## config.mk

```make
export PLATFORM = sky130hd
export DESIGN_NAME = stp_timer
export DESIGN_NICKNAME = d
export VERILOG_FILES = /design/src/stp_pkg.sv /design/src/stp_pin_sync.sv /design/src/stp_compare.sv /design/src/stp_timer.sv
export SDC_FILE = /design/constraint.sdc
export NUM_CORES = 1
export LEC_CHECK = 0
export BUFFER_PORTS_ARGS = -buffer_cell sky130_fd_sc_hd__buf_2
export CORE_UTILIZATION = 60
export CTS_CLUSTER_SIZE = 20
export DETAILED_ROUTE_END_ITERATION = 8
export GPL_TIMING_DRIVEN = 0
export HOLD_SLACK_MARGIN = 0.05
export PLACE_DENSITY_LB_ADDON = 0.08
export SLEW_MARGIN = 30
export SYNTH_ARGS = -nofsm -noshare
export SYNTH_HDL_FRONTEND = slang
export SYNTH_SLANG_ARGS = --single-unit
```

## constraint.sdc

```tcl
create_clock -name clock_i -period 7.7 [get_ports clock_i]
set_clock_uncertainty 0.05 [all_clocks]
set_input_delay 0.385 -clock clock_i [delete_from_list [all_inputs] [get_ports clock_i]]
set_output_delay 0.385 -clock clock_i [all_outputs]
set_load 0.03 [all_outputs]
```

## src/stp_pkg.sv

```systemverilog
// package: register map, field layout and mode codes of the standard timer pulse/capture block
package stp_pkg;

    localparam int CNT_W  = 16;
    localparam int CMPP_W = 8;
    localparam int ADDR_W = 5;
    localparam int DATA_W = 32;

    // register byte offsets
    localparam logic [ADDR_W-1:0] OFS_CTRL  = 5'h00;
    localparam logic [ADDR_W-1:0] OFS_CMPA  = 5'h04;
    localparam logic [ADDR_W-1:0] OFS_CMPP  = 5'h08;
    localparam logic [ADDR_W-1:0] OFS_FLAGS = 5'h0C;
    localparam logic [ADDR_W-1:0] OFS_COUNT = 5'h10;

    // control register layout
    localparam int CTRL_W       = 9;
    localparam int CTRL_RUN     = 0;
    localparam int CTRL_MODE_LO = 1;
    localparam int CTRL_PIN_LO  = 3;
    localparam int CTRL_INIT    = 5;
    localparam int CTRL_INV     = 6;
    localparam int CTRL_SWAP    = 7;
    localparam int CTRL_CLRSRC  = 8;

    // flag register layout
    localparam int FLAG_A = 0;
    localparam int FLAG_P = 1;

    // reset values
    localparam logic [CTRL_W-1:0] RST_CTRL = 9'h000;
    localparam logic [CNT_W-1:0]  RST_CMPA = 16'h0000;
    localparam logic [CMPP_W-1:0] RST_CMPP = 8'h00;

    typedef enum logic [1:0] {
        STP_MODE_COMPARE = 2'b00,
        STP_MODE_CAPTURE = 2'b01,
        STP_MODE_PWM     = 2'b10,
        STP_MODE_TIMER   = 2'b11
    } stp_mode_e;

    // pin function codes
    localparam logic [1:0] PIN_FORCE_INACT = 2'b00;
    localparam logic [1:0] PIN_FORCE_ACT   = 2'b01;
    localparam logic [1:0] PIN_PWM         = 2'b10;
    localparam logic [1:0] PIN_PULSE       = 2'b11;

    // capture edge codes share the pin function field
    localparam logic [1:0] EDGE_RISE = 2'b00;
    localparam logic [1:0] EDGE_FALL = 2'b01;
    localparam logic [1:0] EDGE_BOTH = 2'b10;

endpackage

```

## src/stp_pin_sync.sv

```systemverilog
// module: three-stage pin synchroniser with agreed-level edge pulses
`timescale 1ns/1ps
module stp_pin_sync (
    // clock and reset
    input  wire logic clock_i,
    input  wire logic resetn_i,
    // pin
    input  wire logic pin_i,
    // synchronised view
    output logic      level_o,
    output logic      rise_o,
    output logic      fall_o
);

    logic stage1;
    logic stage2;
    logic stage3;
    logic next_level;
    logic next_rise;
    logic next_fall;

    // change counts only when the last two stages agree
    always_comb begin
        next_level = level_o;
        if (stage2 == stage3) begin
            next_level = stage3;
        end
        next_rise = next_level & ~level_o;
        next_fall = ~next_level & level_o;
    end

    always_ff @(posedge clock_i or negedge resetn_i) begin
        if (!resetn_i) begin
            stage1  <= 1'b0;
            stage2  <= 1'b0;
            stage3  <= 1'b0;
            level_o <= 1'b0;
            rise_o  <= 1'b0;
            fall_o  <= 1'b0;
        end else begin
            stage1  <= pin_i;
            stage2  <= stage1;
            stage3  <= stage2;
            level_o <= next_level;
            rise_o  <= next_rise;
            fall_o  <= next_fall;
        end
    end

endmodule

```

## src/stp_compare.sv

```systemverilog
// module: comparators A and P and the PWM duty decision
`timescale 1ns/1ps
module stp_compare
    import stp_pkg::*;
(
    // timer state
    input  wire logic [CNT_W-1:0]  count_i,
    input  wire logic [CNT_W-1:0]  cmpa_i,
    input  wire logic [CMPP_W-1:0] cmpp_i,
    input  wire logic              swap_i,
    // results
    output logic                   a_match_o,
    output logic                   p_match_o,
    output logic                   pwm_active_o
);

    logic [CNT_W-1:0] count_inc;
    logic [CNT_W:0]   p_span;
    logic [CNT_W:0]   count_wide;
    logic [CNT_W:0]   cmpa_wide;

    always_comb begin
        count_inc  = count_i + 16'h0001;
        count_wide = {1'b0, count_i};
        cmpa_wide  = {1'b0, cmpa_i};
        // zero means a full 65536-clock span
        p_span = (cmpp_i == 8'h00) ? 17'h10000 : {1'b0, cmpp_i, 8'h00};
        // matches fire on the last count before the value, so a clear there gives exact spans
        a_match_o = (count_inc == cmpa_i);
        p_match_o = (count_inc == {cmpp_i, 8'h00});
        if (!swap_i) begin
            pwm_active_o = (count_wide < cmpa_wide) || (cmpa_wide >= p_span);
        end else begin
            pwm_active_o = (count_wide < p_span);
        end
    end

endmodule

```

## src/stp_timer.sv

```systemverilog
// module: 16-bit standard timer with PWM, single pulse and capture modes on an Avalon-MM slave
`timescale 1ns/1ps
module stp_timer
    import stp_pkg::*;
(
    // clock and reset
    input  wire logic              clock_i,
    input  wire logic              resetn_i,
    // avalon-mm slave
    input  wire logic [ADDR_W-1:0] address_i,
    input  wire logic              read_i,
    input  wire logic              write_i,
    input  wire logic [DATA_W-1:0] writedata_i,
    input  wire logic [3:0]        byteenable_i,
    output logic [DATA_W-1:0]      readdata_o,
    output logic                   waitrequest_o,
    // pins
    input  wire logic              ext_trigger_pin_i,
    input  wire logic              capture_pin_0_i,
    input  wire logic              capture_pin_1_i,
    output logic                   timer_out_o,
    // flag outputs
    output logic                   compare_a_flag_o,
    output logic                   compare_p_flag_o
);

    function automatic logic [DATA_W-1:0] merge_bytes(input logic [DATA_W-1:0] old_v,
                                                      input logic [DATA_W-1:0] new_v,
                                                      input logic [3:0]        be);
        logic [DATA_W-1:0] res;
        res = old_v;
        for (int i = 0; i < 4; i++) begin
            if (be[i]) begin
                res[i*8 +: 8] = new_v[i*8 +: 8];
            end
        end
        return res;
    endfunction

    function automatic logic edge_hit(input logic [1:0] sel, input logic rise, input logic fall);
        logic hit;
        case (sel)
            EDGE_RISE: hit = rise;
            EDGE_FALL: hit = fall;
            EDGE_BOTH: hit = rise | fall;
            default:   hit = 1'b0;
        endcase
        return hit;
    endfunction

    // register state
    logic [CTRL_W-1:0] ctrl;
    logic [CNT_W-1:0]  compare_a_value;
    logic [CMPP_W-1:0] compare_p_value;
    logic [CNT_W-1:0]  count;
    logic              run_prev;

    logic [CTRL_W-1:0] next_ctrl;
    logic [CNT_W-1:0]  next_compare_a_value;
    logic [CMPP_W-1:0] next_compare_p_value;
    logic [CNT_W-1:0]  next_count;
    logic              next_timer_out;
    logic              next_a_flag;
    logic              next_p_flag;
    logic [DATA_W-1:0] next_readdata;
    logic              next_waitrequest;

    // control fields
    logic              counter_run;
    stp_mode_e         operating_mode_sel;
    logic [1:0]        pin_function_sel;
    logic              output_initial_level;
    logic              output_invert;
    logic              duty_period_swap;
    logic              clear_source_sel;

    assign counter_run          = ctrl[CTRL_RUN];
    assign operating_mode_sel   = stp_mode_e'(ctrl[CTRL_MODE_LO +: 2]);
    assign pin_function_sel     = ctrl[CTRL_PIN_LO +: 2];
    assign output_initial_level = ctrl[CTRL_INIT];
    assign output_invert        = ctrl[CTRL_INV];
    assign duty_period_swap     = ctrl[CTRL_SWAP];
    assign clear_source_sel     = ctrl[CTRL_CLRSRC];

    // synchronised pins
    logic trig_rise;
    logic cap0_rise;
    logic cap0_fall;
    logic cap1_rise;
    logic cap1_fall;

    stp_pin_sync u_trig_sync (
        .clock_i  (clock_i),
        .resetn_i (resetn_i),
        .pin_i    (ext_trigger_pin_i),
        .level_o  (),
        .rise_o   (trig_rise),
        .fall_o   ()
    );

    // capture pins are watched whatever the shared pin's direction
    stp_pin_sync u_cap0_sync (
        .clock_i  (clock_i),
        .resetn_i (resetn_i),
        .pin_i    (capture_pin_0_i),
        .level_o  (),
        .rise_o   (cap0_rise),
        .fall_o   (cap0_fall)
    );

    stp_pin_sync u_cap1_sync (
        .clock_i  (clock_i),
        .resetn_i (resetn_i),
        .pin_i    (capture_pin_1_i),
        .level_o  (),
        .rise_o   (cap1_rise),
        .fall_o   (cap1_fall)
    );

    // comparators
    logic a_match;
    logic p_match;
    logic pwm_active;

    stp_compare u_compare (
        .count_i      (count),
        .cmpa_i       (compare_a_value),
        .cmpp_i       (compare_p_value),
        .swap_i       (duty_period_swap),
        .a_match_o    (a_match),
        .p_match_o    (p_match),
        .pwm_active_o (pwm_active)
    );

    // mode decode
    logic pulse_mode;
    logic pwm_mode;
    logic capture_mode;
    logic run_rise;
    logic bus_write;
    logic bus_req;
    logic capture_hit;

    always_comb begin
        pulse_mode   = (operating_mode_sel == STP_MODE_PWM) && (pin_function_sel == PIN_PULSE);
        pwm_mode     = (operating_mode_sel == STP_MODE_PWM) && !pulse_mode;
        capture_mode = (operating_mode_sel == STP_MODE_CAPTURE);
        run_rise     = counter_run & ~run_prev;
        bus_req      = read_i | write_i;
        // a write lands on the edge where waitrequest is sampled low
        bus_write    = write_i & ~waitrequest_o;
        capture_hit  = capture_mode && counter_run &&
                       (edge_hit(pin_function_sel, cap0_rise, cap0_fall) ||
                        edge_hit(pin_function_sel, cap1_rise, cap1_fall));
    end

    // bus handshake: one wait cycle, data registered on the same edge that drops waitrequest
    // the master holds its request through the answer cycle; waitrequest low keeps it from counting twice
    always_comb begin
        next_waitrequest = !(bus_req && waitrequest_o);
        next_readdata    = readdata_o;
        if (bus_req && waitrequest_o && read_i) begin
            case (address_i)
                OFS_CTRL:  next_readdata = {23'h000000, ctrl};
                OFS_CMPA:  next_readdata = {16'h0000, compare_a_value};
                OFS_CMPP:  next_readdata = {24'h000000, compare_p_value};
                OFS_FLAGS: next_readdata = {30'h00000000, compare_p_flag_o, compare_a_flag_o};
                OFS_COUNT: next_readdata = {16'h0000, count};
                default:   next_readdata = 32'h00000000;
            endcase
        end
    end

    always_ff @(posedge clock_i or negedge resetn_i) begin
        if (!resetn_i) begin
            waitrequest_o <= 1'b1;
            readdata_o    <= 32'h00000000;
        end else begin
            waitrequest_o <= next_waitrequest;
            readdata_o    <= next_readdata;
        end
    end

    // timer core
    always_comb begin
        logic [DATA_W-1:0] merged;
        logic              count_clear;
        logic              drive_act;
        merged               = 32'h00000000;
        count_clear          = 1'b0;
        drive_act            = 1'b0;
        next_ctrl            = ctrl;
        next_compare_a_value = compare_a_value;
        next_compare_p_value = compare_p_value;
        next_count           = count;
        next_timer_out       = timer_out_o;
        next_a_flag          = compare_a_flag_o;
        next_p_flag          = compare_p_flag_o;

        // software writes first, hardware events override below
        if (bus_write) begin
            case (address_i)
                OFS_CTRL: begin
                    merged    = merge_bytes({23'h000000, ctrl}, writedata_i, byteenable_i);
                    next_ctrl = merged[CTRL_W-1:0];
                end
                OFS_CMPA: begin
                    merged               = merge_bytes({16'h0000, compare_a_value}, writedata_i, byteenable_i);
                    next_compare_a_value = merged[CNT_W-1:0];
                end
                OFS_CMPP: begin
                    merged               = merge_bytes({24'h000000, compare_p_value}, writedata_i, byteenable_i);
                    next_compare_p_value = merged[CMPP_W-1:0];
                end
                OFS_FLAGS: begin
                    if (byteenable_i[0] && writedata_i[FLAG_A]) begin
                        next_a_flag = 1'b0;
                    end
                    if (byteenable_i[0] && writedata_i[FLAG_P]) begin
                        next_p_flag = 1'b0;
                    end
                end
                default: begin
                end
            endcase
        end

        // counter
        if (run_rise) begin
            next_count = 16'h0000;
        end else if (counter_run) begin
            case (operating_mode_sel)
                STP_MODE_CAPTURE: count_clear = p_match;
                STP_MODE_PWM: begin
                    if (pulse_mode) begin
                        count_clear = 1'b0;
                    end else if (pwm_mode) begin
                        count_clear = duty_period_swap ? a_match : p_match;
                    end
                end
                default: count_clear = clear_source_sel ? a_match : p_match;
            endcase
            next_count = count_clear ? 16'h0000 : count + 16'h0001;
        end

        // events; hardware set wins over a software clear in the same cycle
        if (counter_run && !run_rise) begin
            case (operating_mode_sel)
                STP_MODE_CAPTURE: begin
                    if (p_match) begin
                        next_p_flag = 1'b1;
                    end
                end
                STP_MODE_PWM: begin
                    if (a_match) begin
                        next_a_flag = 1'b1;
                    end
                    if (p_match && !pulse_mode) begin
                        next_p_flag = 1'b1;
                    end
                    if (a_match && pulse_mode) begin
                        next_ctrl[CTRL_RUN] = 1'b0;
                    end
                end
                default: begin
                    if (a_match) begin
                        next_a_flag = 1'b1;
                    end
                    if (p_match && !clear_source_sel) begin
                        next_p_flag = 1'b1;
                    end
                end
            endcase
        end

        if (capture_hit) begin
            next_compare_a_value = count;
            next_a_flag          = 1'b1;
        end

        // trigger keeps the run bit set even if the A match clears it in the same cycle; the count then runs on without a restart
        if (pulse_mode && trig_rise) begin
            next_ctrl[CTRL_RUN] = 1'b1;
        end

        // forced levels only mask the pin; counting and flags carry on underneath
        // output pin
        case (operating_mode_sel)
            STP_MODE_PWM: begin
                if (pulse_mode) begin
                    drive_act = counter_run;
                end else begin
                    case (pin_function_sel)
                        PIN_FORCE_INACT: drive_act = 1'b0;
                        PIN_FORCE_ACT:   drive_act = 1'b1;
                        default:         drive_act = counter_run & pwm_active;
                    endcase
                end
                next_timer_out = (drive_act ? output_initial_level : ~output_initial_level) ^ output_invert;
            end
            STP_MODE_COMPARE: begin
                if (run_rise) begin
                    next_timer_out = output_initial_level ^ output_invert;
                end else if (counter_run && a_match) begin
                    case (pin_function_sel)
                        2'b01:   next_timer_out = output_invert;
                        2'b10:   next_timer_out = ~output_invert;
                        2'b11:   next_timer_out = ~timer_out_o;
                        default: next_timer_out = timer_out_o;
                    endcase
                end
            end
            default: next_timer_out = 1'b0;
        endcase
    end

    // run_prev resets low like the run bit, so the release of reset is no false start
    always_ff @(posedge clock_i or negedge resetn_i) begin
        if (!resetn_i) begin
            ctrl             <= RST_CTRL;
            compare_a_value  <= RST_CMPA;
            compare_p_value  <= RST_CMPP;
            count            <= 16'h0000;
            run_prev         <= 1'b0;
            timer_out_o      <= 1'b0;
            compare_a_flag_o <= 1'b0;
            compare_p_flag_o <= 1'b0;
        end else begin
            ctrl             <= next_ctrl;
            compare_a_value  <= next_compare_a_value;
            compare_p_value  <= next_compare_p_value;
            count            <= next_count;
            run_prev         <= counter_run;
            timer_out_o      <= next_timer_out;
            compare_a_flag_o <= next_a_flag;
            compare_p_flag_o <= next_p_flag;
        end
    end

endmodule

```

==> results.py, run 1 <==
metrics = {
    "run_status": {
        "outcome": "finished clean",
    },
    "setup_path": {
        "critPathKind": "flop to flop",
        "crit_arrival_ns": 3.92,
        "worst-path-max-fanout": 10,
        "end_kind": "flop",
        "r2r_start": "count[10]",
        "reg2reg_to": "count[11]",
        "r2r_cells": 12,
        "startpoint_type": "flop",
        "r2r_setup_slack_ns": 3.94,
        "required_ns": 7.86,
    },
    "floorplan": {
        "die_y_um": 100.5,
        "dieArea_um2": 10100,
        "fp.dieW_um": 100.5,
        "start_util_pct": 62.40,
        "ioPinCount": 84,
        "core_um2": 9328,
        "rows": 35,
    },
    "logic_synthesis": {
        "ys_seq_area_share_pct": 37.42,
        "syn_avg_cell_area_um2": 9.052,
        "netlist_area_um2": 5821,
        "synth_common_cells": "dfrtp_1, nand2_1, o21ai_0, ha_1, inv_1",
        "yosys-top-cells-area": "dfrtp_1, ha_1, o21ai_0",
        "ys_ff_latch": 87,
        "synth_top_cell_by_area": "dfrtp_1",
        "syn_inst": 643,
        "synth_ff_type": "dfrtp_1",
        "async_reset_ff_share_pct": 100.0,
        "ys_types": 67,
        "yosysTopAreaCellShare_pct": 36.97,
        "yosys_warnings": 0,
        "synth.most_common_cell": "dfrtp_1",
        "synth_edf_count": 0,
    },
    "clock_network": {
        "numCtsBuffers": 9,
        "tritoncts": "yes",
        "cts_resized": 0,
        "root_buffer": "clkbuf_8",
        "clock_latency_ns": 0.36,
        "cts_sinks": 87,
        "clockBufferDepth": 2,
        "htreeDepth": 3,
        "clk_pin_slew_ns": 0.10,
    },
    "sta": {
        "holdWs_ns": 0.07063,
        "tns_ns": 0,
        "timing.final.ws_setup_ns": 3.935,
        "fmax_ghz": 0.2656,
        "min_period_ns": 3.765,
        "setup_violations": 0,
        "timing_hold_violations_final": 0,
        "final.period_utilization_pct": 48.89,
        "grt_setup_unrepaired": "false",
        "slew_headroom_pct": 40.26,
        "tightest_slew_ns": 0.8892,
        "finalMaxSlewViolations": 0,
    },
    "route": {
        "drt-initial-drc-count": 331,
        "drt-pass1-iter-count": 5,
        "wl_mm": 17.31,
        "drc": 0,
        "vias_per_cell": 6.425,
        "wl_per_cell_um": 20.32,
        "num_vias": 5474,
        "final_antenna_net_count": 0,
    },
    "min_path": {
        "hp-start": "ext_trigger_pin_i",
        "holdPathEnd": "u_trig_sync.stage1",
        "hp-class": "input port to flop",
        "min_path_cells": 1,
    },
    "global_routing": {
        "grt_usage_pct": 36.50,
        "antenna_found_initial": 0,
        "grt-ovfl-total": 0,
        "grt_max_degree": 48,
        "grt_pass1_vias": 5234,
        "grt_pass1_wl_mm": 27.59,
    },
    "placement": {
        "place_hpwl_mm": 13.32,
        "io_buffers": 48,
        "place_ws_ns": 3.987,
        "place_congestion": 0.9607,
    },
    "cells_and_area": {
        "syn_to_final_growth_pct": 12.34,
        "drive_above_1_share_pct": 15.49,
        "nets": 806,
        "num_antenna_cells": 0,
    },
    "power": {
        "p_leak_nw": 3.007,
        "p_total_mw": 1.121,
        "power_density_nw_per_um2": 171.4,
        "ir_drop_uv": 126.0,
    },
    "job": {
        "cap_violations": 0,
    },
}
==> flip-flops by register name (all words and copies together) (netlist names), 8 cells and up <==
| name | cells |
|---|---|
| readdata_o | 16 |
| ctrl | 9 |
| count | 16 |
| compare_a_value | 16 |
| compare_p_value | 8 |
==> per-layer routing <==
layer	global-route usage, %	vias up	routed length, um
li1	-	2462	-
met1	48.52	2637	7177
met2	57.64	309	8054
met3	6.380	66	1296
met4	18.62	0	786
met5	0	-	0
==> cell type report <==
type                       count  area, um^2
multi-input combinational    478        3258
fill                         779        2789
sequential                    87        2178
buffer                        54       294.0
timing repair buffer          50       284.0
tap                          129       161.4
inverter                      39       146.4
clock buffer                   9       123.9
clock inverter                 6       92.59
==> worst max-delay path by stage <==
stage / startpoint / to
2_1_floorplan: count[5] / count[1]
3_3_place_gp: count[10] / count[0]
3_5_place_dp: count[10] / count[14]
4_1_cts: count[10] / count[14]
5_1_grt: count[10] / count[14]
6_report: count[10] / count[11]
==> timing repair <==
item,4_1_cts,5_1_grt
buffers inserted,0,0
endpoints found under the hold margin,39,0
endpoints found under the setup margin,0,0
hold buffers,1,0
==> kinds of logic (layout without fill, tap and decap cells) <==
kind of cell               after synthesis  count (layout)  share of synthesized area (%)
adders and majority gates               42              42                          8.899
DFF                                     87              87                          37.42
xor gates and xnor gates                30              30                          4.751
AOI/OAI and AO/OA                      174             174                          19.22
and+or+nand+nor                        188             188                          17.05
buffers and inverters                   93             158                          7.567
other                                    1              16                        0.06443
muxes                                   28              28                          5.030
==> stage by stage <==
stage / instance area, um^2 / instances / utilization (%)
2_1_floorplan: 5877 / 658 / -
3_3_place_gp: 6279 / 835 / 67.31
3_5_place_dp: 6312 / 836 / 67.67
4_1_cts: 6539 / 852 / 70.10
5_1_grt: 6539 / 852 / 70.10
6_report: 6539 / 852 / 70.10
==> worst max-delay path, cell delays in order, from the launching register on <==
cell	delay (ns)
dfrtp_1	0.42
clkbuf_1	0.34
nand3_1	0.24
nor4_2	0.51
mux2_2	0.41
nor4_1	0.18
nand4_1	0.18
or3_1	0.37
a221o_1	0.34
buf_6	0.15
buf_2	0.21
nand3_1	0.11
a31oi_1	0.10
==> layout by cell type (no fill, tap or decap), types with 6 or more instances in the layout <==
master    Yosys  layout
xnor2_1      18      18
a21oi_1      25      25
and2_1        7       7
mux2i_1      18      18
nand2_1      65      65
a222oi_1      8       8
a22oi_1       7       7
buf_2         7      54
and3_1        7       7
ha_1         39      39
nor3_1       16      16
a31oi_1      24      24
nor2_1       18      18
dfrtp_1      86      86
inv_1        39      39
nand3_1      19      19
nor4_1        6       6
a21o_1       13      13
xor2_1       11      11
mux2_2       10      10
conb_1        1      16
o21ai_0      57      57
clkbuf_8      0       9
clkbuf_1     25      25
o211ai_1      6       6
buf_4        18      18
nand4_1      14      14
==> power breakdown <==
group	internal (mW)	switching [mW]
sequential	0.487	0.0496
clock	0.183	0.180
combinational	0.0882	0.133
total	0.759	0.362
Note: power is estimated with default switching activity, not from simulation.
==> run 2: changes to the inputs <==
Settings changed: CORE_UTILIZATION 60 to 53.
Clock period 7.7 ns to 3.4 ns, I/O delays scaled along.
==> results.py, run 2 (same netlist as run 1, synthesis figures left out) <==
metrics = {
    "run_status": {
        "outcome": "finished clean",
    },
    "setup_path": {
        "path_delay_family": "simple AND/OR/NAND/NOR gates",
        "slowest_stage": "dfrtp_2",
        "r2r_cells": 12,
        "crit_arrival_ns": 3.50,
        "reg2reg_to": "count[11]",
        "critPathKind": "flop to flop",
        "worst-path-max-fanout": 10,
        "r2r_start": "count[8]",
        "end_kind": "flop",
        "worstPathCellList": "clkbuf_4 > and2_2 > nand3_1 > a21oi_1 > nor4b_1 > nand4_1 > or3_1 > a221o_1 > buf_6 > buf_6 > a31oi_1 > a31oi_1",
        "cp_num_buf_inv": 3,
        "r2r_setup_slack_ns": 0.09,
        "required_ns": 3.59,
        "startpoint_type": "flop",
        "max_stage_delay_ns": 0.48,
    },
    "min_path": {
        "hp-start": "writedata_i[13]",
        "hp-class": "input port to flop",
        "min_path_cells": 3,
        "holdPathEnd": "compare_a_value[13]",
    },
    "global_routing": {
        "grt-ovfl-total": 0,
        "antenna_found_initial": 0,
        "grt_pass1_vias": 5241,
        "grt_max_degree": 54,
        "grt_usage_pct": 32.75,
        "grt_pass1_wl_mm": 28.08,
    },
    "sta": {
        "timing_hold_violations_final": 0,
        "holdWs_ns": 0.07304,
        "final.period_utilization_pct": 97.26,
        "fmax_ghz": 0.3024,
        "tns_ns": 0,
        "tightest_slew_ns": 0.8772,
        "setup_violations": 0,
        "slew_headroom_pct": 41.07,
        "finalMaxSlewViolations": 0,
        "min_period_ns": 3.307,
    },
    "route": {
        "drc": 0,
        "final_antenna_net_count": 0,
        "wl_per_cell_um": 19.94,
        "drt-initial-drc-count": 428,
        "wl_mm": 17.71,
        "num_vias": 5414,
        "vias_per_cell": 6.097,
        "drt-pass1-iter-count": 5,
    },
    "clock_network": {
        "tritoncts": "yes",
        "clk_pin_slew_ns": 0.09,
        "cts_sinks": 87,
        "numCtsBuffers": 9,
        "clock_latency_ns": 0.39,
        "root_buffer": "clkbuf_8",
        "htreeDepth": 3,
        "clockBufferDepth": 2,
    },
    "power": {
        "switching_share_pct": 33.89,
        "p_int_mw": 1.684,
        "p_leak_nw": 3.176,
        "power_density_nw_per_um2": 369.9,
        "ir_drop_uv": 263.9,
        "power.switching_uw": 863.6,
        "p_clk_share_pct": 31.4,
        "seqPwrFrac_pct": 47.5,
        "pwr-share-comb_pct": 21.0,
    },
    "floorplan": {
        "ioPinCount": 84,
        "dieArea_um2": 11410,
        "fp.dieW_um": 106.8,
        "core_um2": 10460,
        "start_util_pct": 55.63,
        "rows": 37,
        "die_y_um": 106.8,
    },
    "cells_and_area": {
        "fin_cells": 888,
        "final_cell_mix": "dfrtp_1, nand2_1, o21ai_0, buf_2, inv_1",
        "seq_area_um2": 2186,
        "multi_input_area_um2": 3309,
        "reg_top3": "compare_a_value: 16 flops, count: 16 flops, readdata_o: 16 flops",
        "fin_area_um2": 6889,
        "drive_above_1_share_pct": 18.62,
        "final_util_pct": 65.85,
        "num_antenna_cells": 0,
        "syn_to_final_growth_pct": 18.36,
        "nets": 834,
        "fillers": 894,
        "final_common_cell": "dfrtp_1",
    },
    "placement": {
        "placed_cell_area_um2": 6321,
        "io_buffers": 48,
        "place_inst": 843,
        "place_congestion": 0.9238,
        "place_hpwl_mm": 13.15,
    },
    "job": {
        "cap_violations": 0,
    },
}
[run 2: changes by cell type in the layout (fill, tap and decap cells not counted), moves of 4 or more]
cell	change
dfrtp_1	-6
dlygate4sd3_1	+20
clkbuf_2	+4
clkbuf_1	-4
clkbuf_4	+4
buf_2	-5
buf_4	+10
dfrtp_2	+6
[run 2: cell type report]
class / count / area share, %
well taps: 136 / 2.470
clock inverters: 7 / 1.253
flip-flops and latches: 87 / 31.73
plain buffers: 53 / 4.577
clock buffers: 9 / 1.798
multi-input cells: 478 / 48.04
inverters: 39 / 2.125
repair buffers: 79 / 8.009
[run 2: worst register-to-register path, stage by stage, from the launching register on]
cell	delay, ns
dfrtp_2	0.48
clkbuf_4	0.23
and2_2	0.24
nand3_1	0.18
a21oi_1	0.09
nor4b_1	0.40
nand4_1	0.24
or3_1	0.37
a221o_1	0.33
buf_6	0.16
buf_6	0.15
a31oi_1	0.19
a31oi_1	0.06
[run 2: worst max path at each step]
stage / cells after the start / from / slack (ns) / endpoint
2_1_floorplan: 11 / count[5] / 0.39 / count[1]
3_3_place_gp: 12 / count[0] / -0.23 / count[14]
5_1_grt: 14 / count[2] / -0.006 / count[0]
4_1_cts: 12 / count[8] / 0.03 / count[0]
6_report: 12 / count[8] / 0.09 / count[11]
3_5_place_dp: 12 / count[0] / -0.22 / count[0]
[run 2: layer usage]
layer | vias up | global-route usage [%] | routed length [um] | share of wire, %
met5 | - | 0 | 0 | 0
met4 | 0 | 13.99 | 558 | 3.2
met3 | 41 | 6.930 | 1324 | 7.5
met2 | 248 | 52.03 | 8209 | 46
met1 | 2596 | 43.24 | 7618 | 43
li1 | 2529 | - | - | -
[run 2: per-stage QoR]
stage               power [mW]  setup slack [ns]
floorplan                1.526            0.3851
global placement         1.706           -0.2260
detailed placement       1.724           -0.2205
CTS                      2.543           0.02866
global route             2.660         -0.005554
finish                   2.548           0.09310
[run 2: timing repair]
| action | 4_1_cts | 5_1_grt |
|---|---|---|
| hold buffers | 20 | 1 |
| endpoints found under the setup margin | 25 | 26 |
| hold endpoints to repair | 111 | 1 |
| pin swaps | 1 | 3 |
| buffers inserted | 3 | 6 |
| gates resized for setup | 8 | 24 |
[run 2: power groups by stage]
stage	combinational, mW	sequential (mW)	clock (mW)
after floorplan	0.321	1.20	0
after global placement	0.477	1.23	0
after detailed placement	0.492	1.23	0
after CTS	0.525	1.21	0.812
after global routing	0.595	1.22	0.848
final	0.536	1.21	0.801
